--- src/mfio_pkg.sv ---
// package for the multi-function analog input and output terminal selector
package mfio_pkg;
   // =====================================================================
   // register map (byte addresses, one word per register)
   localparam logic [7:0] MFIO_ADDR_RELAY_FN = 8'h00;
   localparam logic [7:0] MFIO_ADDR_OC1_FN = 8'h04;
   localparam logic [7:0] MFIO_ADDR_OC2_FN = 8'h08;
   localparam logic [7:0] MFIO_ADDR_AUX_FN = 8'h0C;
   localparam logic [7:0] MFIO_ADDR_AUX_TYPE = 8'h10;
   localparam logic [7:0] MFIO_ADDR_AUX_BIAS = 8'h14;
   localparam logic [7:0] MFIO_ADDR_TERM_STAT = 8'h18;

   // =====================================================================
   // reset values and legal ranges
   localparam logic [7:0] MFIO_RST_RELAY_FN = 8'h00;
   localparam logic [7:0] MFIO_RST_OC1_FN = 8'h01;
   localparam logic [7:0] MFIO_RST_OC2_FN = 8'h02;
   localparam logic [7:0] MFIO_RST_AUX_FN = 8'h00;
   localparam logic [7:0] MFIO_RST_AUX_TYPE = 8'h00;
   localparam logic [7:0] MFIO_RST_AUX_BIAS = 8'h0A;
   localparam logic [7:0] MFIO_MAX_AUX_FN = 8'h04;
   localparam logic [7:0] MFIO_MAX_AUX_TYPE = 8'h01;
   localparam logic [7:0] MFIO_MAX_AUX_BIAS = 8'h32;

   // =====================================================================
   // analog function settings
   localparam logic [7:0] MFIO_AF_OFF = 8'h00;
   localparam logic [7:0] MFIO_AF_FREF = 8'h01;
   localparam logic [7:0] MFIO_AF_GAIN = 8'h02;
   localparam logic [7:0] MFIO_AF_BIAS = 8'h03;
   localparam logic [7:0] MFIO_AF_VOFS = 8'h04;

   // =====================================================================
   // analog scaling: 10-bit sample, 16-bit fraction of full scale
   localparam logic [9:0] MFIO_CUR_ZERO = 10'h0CD; // 4 mA on a 20 mA scale
   localparam logic [2:0] MFIO_CUR_MUL = 3'h5;
   localparam int MFIO_CUR_SHIFT = 2;
   localparam logic [9:0] MFIO_PCT_SCALE = 10'h28F; // 65535 / 100
   localparam int MFIO_LVL_SHIFT = 10;

   // =====================================================================
   // output function codes
   localparam logic [7:0] MFIO_OC_FAULT = 8'h00;
   localparam logic [7:0] MFIO_OC_RUN = 8'h01;
   localparam logic [7:0] MFIO_OC_AGREE = 8'h02;
   localparam logic [7:0] MFIO_OC_ZERO = 8'h03;
   localparam logic [7:0] MFIO_OC_FDET1 = 8'h04;
   localparam logic [7:0] MFIO_OC_FDET2 = 8'h05;
   localparam logic [7:0] MFIO_OC_OT_NO = 8'h06;
   localparam logic [7:0] MFIO_OC_OT_NC = 8'h07;
   localparam logic [7:0] MFIO_OC_UT_NO = 8'h08;
   localparam logic [7:0] MFIO_OC_UT_NC = 8'h09;
   localparam logic [7:0] MFIO_OC_MINOR = 8'h0A;
   localparam logic [7:0] MFIO_OC_BBLK = 8'h0B;
   localparam logic [7:0] MFIO_OC_LOCAL = 8'h0C;
   localparam logic [7:0] MFIO_OC_READY = 8'h0D;
   localparam logic [7:0] MFIO_OC_RETRY = 8'h0E;
   localparam logic [7:0] MFIO_OC_UV = 8'h0F;
   localparam logic [7:0] MFIO_OC_REV = 8'h10;
   localparam logic [7:0] MFIO_OC_SRCH = 8'h11;
   localparam logic [7:0] MFIO_OC_FBLOSS = 8'h13;
   localparam logic [7:0] MFIO_OC_REFLOSS = 8'h14;
   localparam logic [7:0] MFIO_OC_OHEAT = 8'h15;
   localparam logic [7:0] MFIO_OC_MOTOR2 = 8'h16;

   // drive conditions from same-clock drive logic
   typedef struct packed {
      logic fault;
      logic run_cmd;
      logic volt_out;
      logic freq_agree;
      logic overtorque;
      logic undertorque;
      logic minor_alarm;
      logic base_block;
      logic local_sel;
      logic ready;
      logic fault_retry;
      logic undervolt;
      logic reverse;
      logic speed_search;
      logic fb_loss;
      logic ref_loss;
      logic overheat;
      logic motor2;
      logic [15:0] out_freq;
      logic [15:0] min_freq;
      logic [15:0] frequency_detect_level;
   } mfio_status_t;

   // register port
   typedef struct packed {
      logic [7:0] addr;
      logic [31:0] wdata;
      logic wr;
      logic rd;
   } mfio_bus_req_t;
endpackage : mfio_pkg

--- src/mfio_sel.sv ---
// multi-function analog input and output terminal selector
// =====================================================================
// Overview of operation
// - function zero ignores auxiliary input entirely
// - function one: aux replaces step-two reference
// - function two: scaled master times aux gain
// - function three: add aux bias to master
// - function four: add aux offset to voltage
// - 400 V class doubles voltage offset
// - signal type: zero voltage, one current
// - bias amount 0 to 50 percent, reset 10
// - three function codes: relay, two collectors
// - code 0 fault, code 10 minor alarm
// - code 1 run command or output voltage
// - code 2 frequency agree
// - code 3 output below minimum frequency
// - code 4 at/above, 5 at/below level
// - codes 6-9 over/undertorque, open and closed
// - code 11 output stage switched off
// - code 12 local operation selected
// - code 13 no fault and ready
// - code 14 fault retry, 15 undervoltage
// - code 16 reverse, 17 speed search
// - code 19 feedback loss, 20 reference loss
// - code 21 overheat, 22 second motor
module mfio_sel
   import mfio_pkg::*;
(
   input wire logic sys_clk_i,
   input wire logic rst_b_i,
   input wire mfio_bus_req_t bus_i,
   output logic [31:0] rd_data_o,
   input wire mfio_status_t status_i,
   input wire logic [9:0] aux_sample_i,
   input wire logic [15:0] master_ref_i,
   input wire logic [15:0] second_step_reference_i,
   input wire logic step_two_sel_i,
   input wire logic [15:0] vf_voltage_i,
   input wire logic class400_i,
   output logic [15:0] freq_ref_o,
   output logic [15:0] volt_ref_o,
   output logic relay_contact_a_o,
   output logic relay_contact_b_o,
   output logic open_collector_one_o,
   output logic open_collector_two_o
);
   // =====================================================================
   // reset release
   logic rst_s1_ff;
   logic rst_b_ff;

   always_ff @(posedge sys_clk_i or negedge rst_b_i) begin
      if (!rst_b_i) begin
         rst_s1_ff <= 1'b0;
         rst_b_ff <= 1'b0;
      end else begin
         rst_s1_ff <= 1'b1;
         rst_b_ff <= rst_s1_ff;
      end
   end

   // =====================================================================
   // terminal condition decode, shared by all three terminals
   function automatic logic term_sel(input logic [7:0] code, input mfio_status_t st);
      logic hit;
      hit = 1'b0;
      case (code)
         MFIO_OC_FAULT: hit = st.fault;
         MFIO_OC_RUN: hit = st.run_cmd | st.volt_out;
         MFIO_OC_AGREE: hit = st.freq_agree;
         MFIO_OC_ZERO: hit = st.out_freq < st.min_freq;
         MFIO_OC_FDET1: hit = st.out_freq >= st.frequency_detect_level;
         MFIO_OC_FDET2: hit = st.out_freq <= st.frequency_detect_level;
         MFIO_OC_OT_NO: hit = st.overtorque;
         MFIO_OC_OT_NC: hit = !st.overtorque;
         MFIO_OC_UT_NO: hit = st.undertorque;
         MFIO_OC_UT_NC: hit = !st.undertorque;
         MFIO_OC_MINOR: hit = st.minor_alarm;
         MFIO_OC_BBLK: hit = st.base_block;
         MFIO_OC_LOCAL: hit = st.local_sel;
         MFIO_OC_READY: hit = !st.fault & st.ready;
         MFIO_OC_RETRY: hit = st.fault_retry;
         MFIO_OC_UV: hit = st.undervolt;
         MFIO_OC_REV: hit = st.reverse;
         MFIO_OC_SRCH: hit = st.speed_search;
         MFIO_OC_FBLOSS: hit = st.fb_loss;
         MFIO_OC_REFLOSS: hit = st.ref_loss;
         MFIO_OC_OHEAT: hit = st.overheat;
         MFIO_OC_MOTOR2: hit = st.motor2;
         // code 18 has no source in this block, so it reads as open
         default: hit = 1'b0;
      endcase
      return hit;
   endfunction

   // saturating 16-bit add
   function automatic logic [15:0] sat_add(input logic [15:0] a, input logic [15:0] b);
      logic [16:0] s;
      s = {1'b0, a} + {1'b0, b};
      return s[16] ? 16'hFFFF : s[15:0];
   endfunction

   // =====================================================================
   // register file
   logic [7:0] relay_output_function_ff;
   logic [7:0] first_open_collector_function_ff;
   logic [7:0] second_open_collector_function_ff;
   logic [7:0] aux_analog_function_ff;
   logic [7:0] aux_analog_signal_type_ff;
   logic [7:0] aux_bias_amount_ff;
   logic [31:0] rd_data_ff;

   wire logic [7:0] wr_byte = bus_i.wdata[7:0];
   wire logic wr_relay = bus_i.wr && bus_i.addr == MFIO_ADDR_RELAY_FN;
   wire logic wr_oc1 = bus_i.wr && bus_i.addr == MFIO_ADDR_OC1_FN;
   wire logic wr_oc2 = bus_i.wr && bus_i.addr == MFIO_ADDR_OC2_FN;
   // out-of-range settings are refused and the old value stays
   wire logic wr_afn = bus_i.wr && bus_i.addr == MFIO_ADDR_AUX_FN
                       && wr_byte <= MFIO_MAX_AUX_FN;
   wire logic wr_atype = bus_i.wr && bus_i.addr == MFIO_ADDR_AUX_TYPE
                         && wr_byte <= MFIO_MAX_AUX_TYPE;
   wire logic wr_abias = bus_i.wr && bus_i.addr == MFIO_ADDR_AUX_BIAS
                         && wr_byte <= MFIO_MAX_AUX_BIAS;

   always_ff @(posedge sys_clk_i or negedge rst_b_ff) begin
      if (!rst_b_ff) begin
         relay_output_function_ff <= MFIO_RST_RELAY_FN;
         first_open_collector_function_ff <= MFIO_RST_OC1_FN;
         second_open_collector_function_ff <= MFIO_RST_OC2_FN;
         aux_analog_function_ff <= MFIO_RST_AUX_FN;
         aux_analog_signal_type_ff <= MFIO_RST_AUX_TYPE;
         aux_bias_amount_ff <= MFIO_RST_AUX_BIAS;
      end else begin
         if (wr_relay) relay_output_function_ff <= wr_byte;
         if (wr_oc1) first_open_collector_function_ff <= wr_byte;
         if (wr_oc2) second_open_collector_function_ff <= wr_byte;
         if (wr_afn) aux_analog_function_ff <= wr_byte;
         if (wr_atype) aux_analog_signal_type_ff <= wr_byte;
         if (wr_abias) aux_bias_amount_ff <= wr_byte;
      end
   end

   // =====================================================================
   // read path: data stands in the cycle after the strobe only
   logic [31:0] nxt_rd_data;
   logic [3:0] term_state;

   always_comb begin
      nxt_rd_data = 32'h0000_0000;
      case (bus_i.addr)
         MFIO_ADDR_RELAY_FN: nxt_rd_data[7:0] = relay_output_function_ff;
         MFIO_ADDR_OC1_FN: nxt_rd_data[7:0] = first_open_collector_function_ff;
         MFIO_ADDR_OC2_FN: nxt_rd_data[7:0] = second_open_collector_function_ff;
         MFIO_ADDR_AUX_FN: nxt_rd_data[7:0] = aux_analog_function_ff;
         MFIO_ADDR_AUX_TYPE: nxt_rd_data[7:0] = aux_analog_signal_type_ff;
         MFIO_ADDR_AUX_BIAS: nxt_rd_data[7:0] = aux_bias_amount_ff;
         MFIO_ADDR_TERM_STAT: nxt_rd_data[3:0] = term_state;
         default: nxt_rd_data = 32'h0000_0000;
      endcase
      if (!bus_i.rd) nxt_rd_data = 32'h0000_0000;
   end

   always_ff @(posedge sys_clk_i or negedge rst_b_ff) begin
      if (!rst_b_ff) rd_data_ff <= 32'h0000_0000;
      else rd_data_ff <= nxt_rd_data;
   end

   assign rd_data_o = rd_data_ff;

   // =====================================================================
   // auxiliary input level, normalised to 10 bits
   wire logic cur_mode = aux_analog_signal_type_ff[0];
   wire logic [9:0] cur_off = aux_sample_i < MFIO_CUR_ZERO ? 10'h000
                              : aux_sample_i - MFIO_CUR_ZERO;
   wire logic [12:0] cur_mul = {3'h0, cur_off} * {10'h000, MFIO_CUR_MUL};
   // the 4 mA floor maps a broken loop to zero rather than a negative level
   wire logic [9:0] aux_lvl = cur_mode ? cur_mul[MFIO_CUR_SHIFT +: 10] : aux_sample_i;

   // =====================================================================
   // frequency reference
   wire logic [15:0] step_ref = step_two_sel_i ? second_step_reference_i : master_ref_i;
   wire logic [15:0] aux_fref = {aux_lvl, 6'h00};
   wire logic [25:0] gain_prod = {10'h000, master_ref_i} * {16'h0000, aux_lvl};
   wire logic [15:0] gain_ref = gain_prod[MFIO_LVL_SHIFT +: 16];
   wire logic [15:0] bias_pct = {6'h00, aux_lvl} * {8'h00, aux_bias_amount_ff};
   wire logic [25:0] bias_prod = {10'h000, bias_pct} * {16'h0000, MFIO_PCT_SCALE};
   wire logic [15:0] bias_val = bias_prod[MFIO_LVL_SHIFT +: 16];
   wire logic [15:0] bias_ref = sat_add(master_ref_i, bias_val);
   // voltage offset in volt LSBs, one per level step, two per step in the 400 V class
   wire logic [15:0] vofs_base = {6'h00, aux_lvl};
   wire logic [15:0] output_voltage_offset = class400_i ? {5'h00, aux_lvl, 1'b0}
                                             : vofs_base;

   logic [15:0] nxt_freq_ref;
   logic [15:0] nxt_volt_ref;

   always_comb begin
      nxt_freq_ref = step_ref;
      nxt_volt_ref = vf_voltage_i;
      case (aux_analog_function_ff)
         MFIO_AF_OFF: nxt_freq_ref = step_ref;
         MFIO_AF_FREF: nxt_freq_ref = step_two_sel_i ? aux_fref : master_ref_i;
         MFIO_AF_GAIN: nxt_freq_ref = step_two_sel_i ? step_ref : gain_ref;
         MFIO_AF_BIAS: nxt_freq_ref = step_two_sel_i ? step_ref : bias_ref;
         MFIO_AF_VOFS: nxt_volt_ref = sat_add(vf_voltage_i, output_voltage_offset);
         default: nxt_freq_ref = step_ref;
      endcase
   end

   // =====================================================================
   // output terminals and references
   logic [15:0] freq_ref_ff;
   logic [15:0] volt_ref_ff;
   logic relay_ff;
   logic oc1_ff;
   logic oc2_ff;

   wire logic nxt_relay = term_sel(relay_output_function_ff, status_i);
   wire logic nxt_oc1 = term_sel(first_open_collector_function_ff, status_i);
   wire logic nxt_oc2 = term_sel(second_open_collector_function_ff, status_i);

   always_ff @(posedge sys_clk_i or negedge rst_b_ff) begin
      if (!rst_b_ff) begin
         freq_ref_ff <= 16'h0000;
         volt_ref_ff <= 16'h0000;
         relay_ff <= 1'b0;
         oc1_ff <= 1'b0;
         oc2_ff <= 1'b0;
      end else begin
         freq_ref_ff <= nxt_freq_ref;
         volt_ref_ff <= nxt_volt_ref;
         relay_ff <= nxt_relay;
         oc1_ff <= nxt_oc1;
         oc2_ff <= nxt_oc2;
      end
   end

   assign term_state = {oc2_ff, oc1_ff, !relay_ff, relay_ff};
   assign freq_ref_o = freq_ref_ff;
   assign volt_ref_o = volt_ref_ff;
   assign relay_contact_a_o = relay_ff;
   assign relay_contact_b_o = !relay_ff;
   assign open_collector_one_o = oc1_ff;
   assign open_collector_two_o = oc2_ff;
endmodule // mfio_sel

--- config.mk ---
export PLATFORM = sky130hd
export DESIGN_NAME = mfio_sel
export DESIGN_NICKNAME = d
export VERILOG_FILES = /design/src/mfio_pkg.sv /design/src/mfio_sel.sv
export SDC_FILE = /design/constraint.sdc
export NUM_CORES = 1
export LEC_CHECK = 0
export ABC_AREA = 0
export BUFFER_PORTS_ARGS = -buffer_cell sky130_fd_sc_hd__buf_2
export CAP_MARGIN = 20
export CELL_PAD_IN_SITES_DETAIL_PLACEMENT = 0
export CELL_PAD_IN_SITES_GLOBAL_PLACEMENT = 2
export CORE_MARGIN = 10
export CORE_UTILIZATION = 41
export CTS_BUF_LIST = sky130_fd_sc_hd__clkbuf_4
export DETAILED_ROUTE_END_ITERATION = 10
export PLACE_DENSITY_LB_ADDON = 0.1
export SLEW_MARGIN = 20
export SYNTH_ARGS = -nofsm -noshare
export SYNTH_HDL_FRONTEND = slang
export SYNTH_SLANG_ARGS = --single-unit
--- constraint.sdc ---
create_clock -name sys_clk_i -period 4.2 [get_ports sys_clk_i]
set_input_delay 0.21 -clock sys_clk_i [delete_from_list [all_inputs] [get_ports sys_clk_i]]
set_output_delay 0.21 -clock sys_clk_i [all_outputs]
set_load 0.02 [all_outputs]
### Word level (Yosys, flattened, before mapping)

Index checks and enable logic that the tools add are counted.

* add/subtract/negate cells: 3
* multiply operators: 4
* div/mod/pow operators: 0
* magnitude comparators: 7
* equality and inequality tests: 73
* shift operators: 0
* multiplexer cells: 17
* bitwise logic cells: 2
* reduce and logical (&&, ||, !) cells: 17

Operators with widths (count)
* $eq A8 B4 Y1 const B: 26
* $eq A8 B5 Y1 const B: 21
* $eq A8 B3 Y1 const B: 14
* $mux W16: 7
* $pmux W1 S22: 3
* $eq A8 B2 Y1 const B: 8
* $pmux W16 S3: 1
* $eq A8 B1 Y1 const B: 4
* $logic_not A8 Y1: 4
* $pmux W4 S7: 1
* $mul A16 B10 Y26: 1
* $mul A16 B10 Y26 const B: 1
* $pmux W4 S6: 1
* $mux W10: 2
* $add A16 B11 Y17: 1
* $add A16 B16 Y17: 1
* $ge A16 B16 Y1: 1
* $le A16 B16 Y1: 1
* $lt A16 B16 Y1: 1
* $mul A10 B8 Y16: 1
* $mul A10 B3 Y12 const B: 1
* $mux W11: 1
* $lt A10 B8 Y1 const B: 1
* $sub A10 B8 Y10 const B: 1
* 8 further kinds: 19

* register bits: 117
* bits in latches: 0
* bits in writable memories: 0
* bits in read-only memories: 0
* bits of input ports: 170
* output and inout port bits: 68
* logic and storage cells: 137
* memories kept: 0

### Depth between registers and ports, before layout

* word-level depth: 10
* mapped depth: 58
* depth with buffers taken out: 56

### Worst setup path before layout

No wires, ideal clock.

* path kind: input port to flip-flop
* start point: input port aux_sample_i[0]
* end point: register freq_ref_ff[10] (netlist: freq_ref_o[10])
* library setup time: 0.090 ns
* data arrival time: 12.396 ns
* required time: 4.110 ns
* setup slack: -8.287 ns
* stages: 54
* path buffers: 2
* cells stage by stage: inv_1 > ha_1 > nand3b_1 > a21oi_1 > nor3_1 > clkbuf_1 > nor2_1 > ha_1 > ha_1 > inv_1 > fa_1 > nor2b_4 > o31a_1 > o211a_1 > o211ai_1 > o31a_1 > o21ai_1 > clkbuf_1 > (+18 left out) > fa_1 > inv_1 > ha_1 > nor2b_1 > o21ai_0 > nand2b_1 > a221oi_2 > nand2b_1 > a31o_2 > xor2_1 > ha_1 > o21ai_0 > a2111oi_0 > o2111ai_1 > a31oi_1 > nand2b_1 > o22ai_1 > o221ai_1

* longest elaborated chain between the ends: 10
* elaborated cells between the ends (all ways): 14
* classes of those cells: add/sub: 2; mul: 4; order compare: 1; mux: 7

Ends and longest elaborated chain
* start, declared: line mfio_sel.sv:34 `input wire logic [9:0] aux_sample_i,`
* $sub A10 B8 Y10 or $lt A10 B8 Y1 (tied branches): line mfio_sel.sv:174, mfio_sel.sv:173
* $mux W10: line mfio_sel.sv:173 `wire logic [9:0] cur_off = aux_sample_i < MFIO_CUR_ZERO ? 10'h000`
* $mul A10 B3 Y12: line mfio_sel.sv:175 `wire logic [12:0] cur_mul = {3'h0, cur_off} * {10'h000, MFIO_CUR_MUL};`
* $mux W10 *: line mfio_sel.sv:177 `wire logic [9:0] aux_lvl = cur_mode ? cur_mul[MFIO_CUR_SHIFT +: 10] : aux_sample_i;`
* $mul A10 B8 Y16: line mfio_sel.sv:185 `wire logic [15:0] bias_pct = {6'h00, aux_lvl} * {8'h00, aux_bias_amount_ff};`
* $mul A16 B10 Y26: line mfio_sel.sv:186 `wire logic [25:0] bias_prod = {10'h000, bias_pct} * {16'h0000, MFIO_PCT_SCALE};`
* $add A16 B16 Y17: line mfio_sel.sv:99 `s = {1'b0, a} + {1'b0, b};`
* $mux W16: line mfio_sel.sv:100 `return s[16] ? 16'hFFFF : s[15:0];`
* $mux W16: line mfio_sel.sv:204 `MFIO_AF_BIAS: nxt_freq_ref = step_two_sel_i ? step_ref : bias_ref;`
* $pmux W16 S3 *: line mfio_sel.sv:200 `case (aux_analog_function_ff)`
* via nxt_freq_ref[10]: line mfio_sel.sv:194 `logic [15:0] nxt_freq_ref;`
* end signal, assigned: line mfio_sel.sv:230 `freq_ref_ff <= nxt_freq_ref;`
* end, declared: line mfio_sel.sv:212 `logic [15:0] freq_ref_ff;`

The timed path passes the listed nets; every way through them passes the cells marked *.
A chain may end at the register's enable or synchronous reset.

### Worst setup path in the final report

* start point: input port aux_sample_i[0]
* end point: register freq_ref_ff[6] (netlist: freq_ref_o[6])

The elaborated chain is that of the path after synthesis.

==> results.yml <==
flow_run:
  max_cap_viol_count: 0
clocking:
  ctsRootBufferMaster: "sky130_fd_sc_hd__clkbuf_4"
  numCtsBuffers: 9
  numClockSinks: 93
  clk_latency_ns: 0.61
  cts_clk_pin_slew_worst_paths_ns: 0.20
  cts_max_level: 3
  clock_path_buffers: 2
  cts_tree: "yes"
place:
  dpl.hpwl_microns: 49200
  io_buf_count: 189
  gp_congestion: 0.861
synthesis:
  number_of_enable_type_register_cells_in_the_synthesized_netlist: 0
  post_synth_mux_area_share_pct: 4.12
  synth_simple_gate_area_share_pct: 16.1
  synth_area_leader_cell: "sky130_fd_sc_hd__fa_1"
  synth_top_cell_area_share_pct: 22.3
  synth-xor-area-share_pct: 3.88
  ys_top_cells_by_area: "sky130_fd_sc_hd__fa_1 22%, sky130_fd_sc_hd__ha_1 18%, sky130_fd_sc_hd__dfrtp_1 12%"
  yosysUniqueCellTypes: 82
  per_instance_average_area_after_synthesis_sq_um: 8.83
  synth_compound_area_share_pct: 14.0
  post_synth_instance_area_sq_um: 18100
  ys_seq_elements: 93
  synth_top_family_by_area: "adder cells"
  syn_inst: 2056
  yosysSeqAreaShare_pct: 12.9
  ys_dominant_reg_cell: "sky130_fd_sc_hd__dfrtp_1"
  async_flop_share_pct: 100
  post_synth_fa_ha_maj_area_fraction_pct: 40.4
  synth_warnings: 0
setup_path:
  cp_top_family: "adder cells"
  critical_path.max_fanout: 8
  worst_path_slowest_cell: "sky130_fd_sc_hd__fa_1"
  criticalPathCategory: "primary input to flip-flop"
  path_common_cell: "sky130_fd_sc_hd__fa_1"
  cpPeakStageDelay_ns: 0.54
  crit_arrival_ns: 11.87
  timing.critical_path.required_ns: 4.69
  cp_num_buf_inv: 10
  cp-end-kind: "flip-flop"
  timing.critical_path.from_type: "primary input"
timing:
  tightest_slew_ns: 1.07
  layout_worst_path_cycle_share_pct: 271
  grt_setup_unrepaired: "true"
  fmaxAchievable_mhz: 87.9
  fin_worst_skew_ns: 0.0355
  hold_violations: 0
  report.final.setup_viol: 32
  drv_slew: 0
  finalWorstSetupSlack_ns: -7.18
  min_period_ns: 11.38
  relSlewSlack_pct: 27.9
final_layout:
  postLayoutCoreUtil_pct: 54.7
  nNetsFinal: 3231
  layout-area-overhead-vs-synth_pct: 32.7
  drive_gt1_share_pct: 30.6
  layout.cells.most_common: "sky130_fd_sc_hd__buf_4"
  layout.cells.most_common_list: "348 x sky130_fd_sc_hd__buf_4, 279 x sky130_fd_sc_hd__inv_1, 235 x sky130_fd_sc_hd__ha_1"
status:
  failing_checks: "negative setup slack"
  outcome: "finished, violations left"
die:
  boundaryPins: 238
  die-height_microns: 230
  floorplan.die_area_sq_um: 53100
  initial_utilization_pct: 41.2
  coreArea_sq_um: 44000
  die_w_microns: 230
  placement_rows: 77
routing:
  antenna_left: 0
  route.detailed.wl_per_inst_microns: 18.7
  vias: 16600
  viasPerCell: 5.21
  first_pass_iters: 5
  route.detailed.drc: 0
  postRouteWirelength_microns: 59700
  drt-initial-drc-count: 899
global_route:
  grt_max_degree: 76
  grt_use_total_pct: 22.5
  global_route.overflow_total: 0
  antenna_found_initial: 1
  grt_pass1_vias: 17700
  grt_first_pass_wirelength_microns: 96200
min_path:
  min-delay-path-class: "primary input to flip-flop"
==> worst paths after layout <==
kind,from,end,slack [ns],cells past startpoint
min in group asynchronous,rst_b_ff,first_open_collector_function_ff[1],0.33,0
worst min-delay path,second_step_reference_i[2],freq_ref_o[2],0.03,4
max in group asynchronous,rst_b_ff,volt_ref_o[6],3.13,1
worst max-delay path,aux_sample_i[0],freq_ref_o[6],-7.18,57
worst max register to register,aux_analog_signal_type_ff[0],freq_ref_o[6],-6.40,42
worst min register to register,rst_b_ff,first_open_collector_function_ff[1],0.33,0
==> routing by layer <==
metal  share of wire (%)  wire length (microns)  vias to the layer above  GRT usage [%]
li1                    -                      -                     7970              -
met1                  45                  26800                     8237           29.6
met2                  49                  29300                      371           38.9
met3                 4.4                   2620                       53           2.61
met4                 1.6                    967                        0           5.12
met5                   0                      0                        -              0
==> area by class of cell <==
class	count	area, sq um
tap	592	741
inverter	292	1110
multi-input combinational	1594	15400
clock buffer	9	67.6
sequential	93	2340
timing repair buffer	607	4390
antenna	1	2.50
fill	4156	19900
clock inverter	7	77.6
==> stage by stage <==
| step | std cells | worst slack (ns) | cell area, sq um | TNS [ns] | hold WS (ns) |
|---|---|---|---|---|---|
| finish | 3195 | -7.18 | 24100 | -120.33 | 0.0276 |
| detailed placement | 3099 | -8.39 | 22500 | -151.72 | -0.00172 |
| global route | 3195 | -7.63 | 24100 | -130.70 | 0.0810 |
| floorplan | 2079 | -7.27 | 18700 | -115.27 | -0.0856 |
| CTS | 3186 | -6.98 | 23800 | -115.45 | 0.0192 |
| global placement | 3099 | -8.38 | 22500 | -149.90 | -0.00464 |
==> cell families after synthesis <==
logic type | count (synthesis)
multiplexers | 64
adder cells (fa/ha/maj) | 464
other | 2
XOR/XNOR | 78
buffers and inverters | 393
AO/OA/AOI/OAI | 377
AND/OR/NAND/NOR | 585
flip-flops | 93
==> Yosys cell counts, drive strengths merged, types with 5 or more instances <==
library cell and instances:
inv 292, ha 262, fa 202, nand2 202, and2 102, nor2 96
dfrtp 89, a21oi 76, o21ai 74, clkbuf 69, xnor2 55, nor2b 48
mux2 46, a31oi 32, buf 32, nor3 30, a21o 28, nand3 28
nand2b 23, xor2 22, a211oi 21, a22oi 21, o211ai 16, mux2i 14
o21a 14, nor4 11, o22a 9, and3 8, a211o 7, nand4 7
or3 7, or4 7, a221oi 6, o311ai 6, a31o 5, o21bai 5
o221ai 5, o31a 5
==> registers in the layout (all words and copies together) (netlist names), 8 cells and up <==
| signal | count |
|---|---|
| rd_data_o | 8 |
| relay_output_function_ff | 8 |
| first_open_collector_function_ff | 8 |
| freq_ref_o | 16 |
| aux_bias_amount_ff | 8 |
| aux_analog_signal_type_ff | 8 |
| volt_ref_o | 16 |
| aux_analog_function_ff | 8 |
| second_open_collector_function_ff | 8 |
==> repair_timing <==
item	in CTS	in global routing
endpoints found under the hold margin	70	0
hold buffers	43	0
cloned	2	0
endpoints found under the setup margin	32	32
buffers inserted	29	9
pin swaps	91	27
resized for setup	117	29
==> worst reg2reg max path: cells and delay by family (launching register included) <==
kind	cells	cell delay, ns
xor gates and xnor gates	2	0.33
and+or+nand+nor	7	0.92
adders and majority gates	12	5.02
buffers and inverters	8	1.04
DFF	1	0.56
AOI/OAI and AO/OA	13	2.62
Power is not shown: default switching activity piles up to over one toggle a cycle in this logic, so the estimate is an artifact.
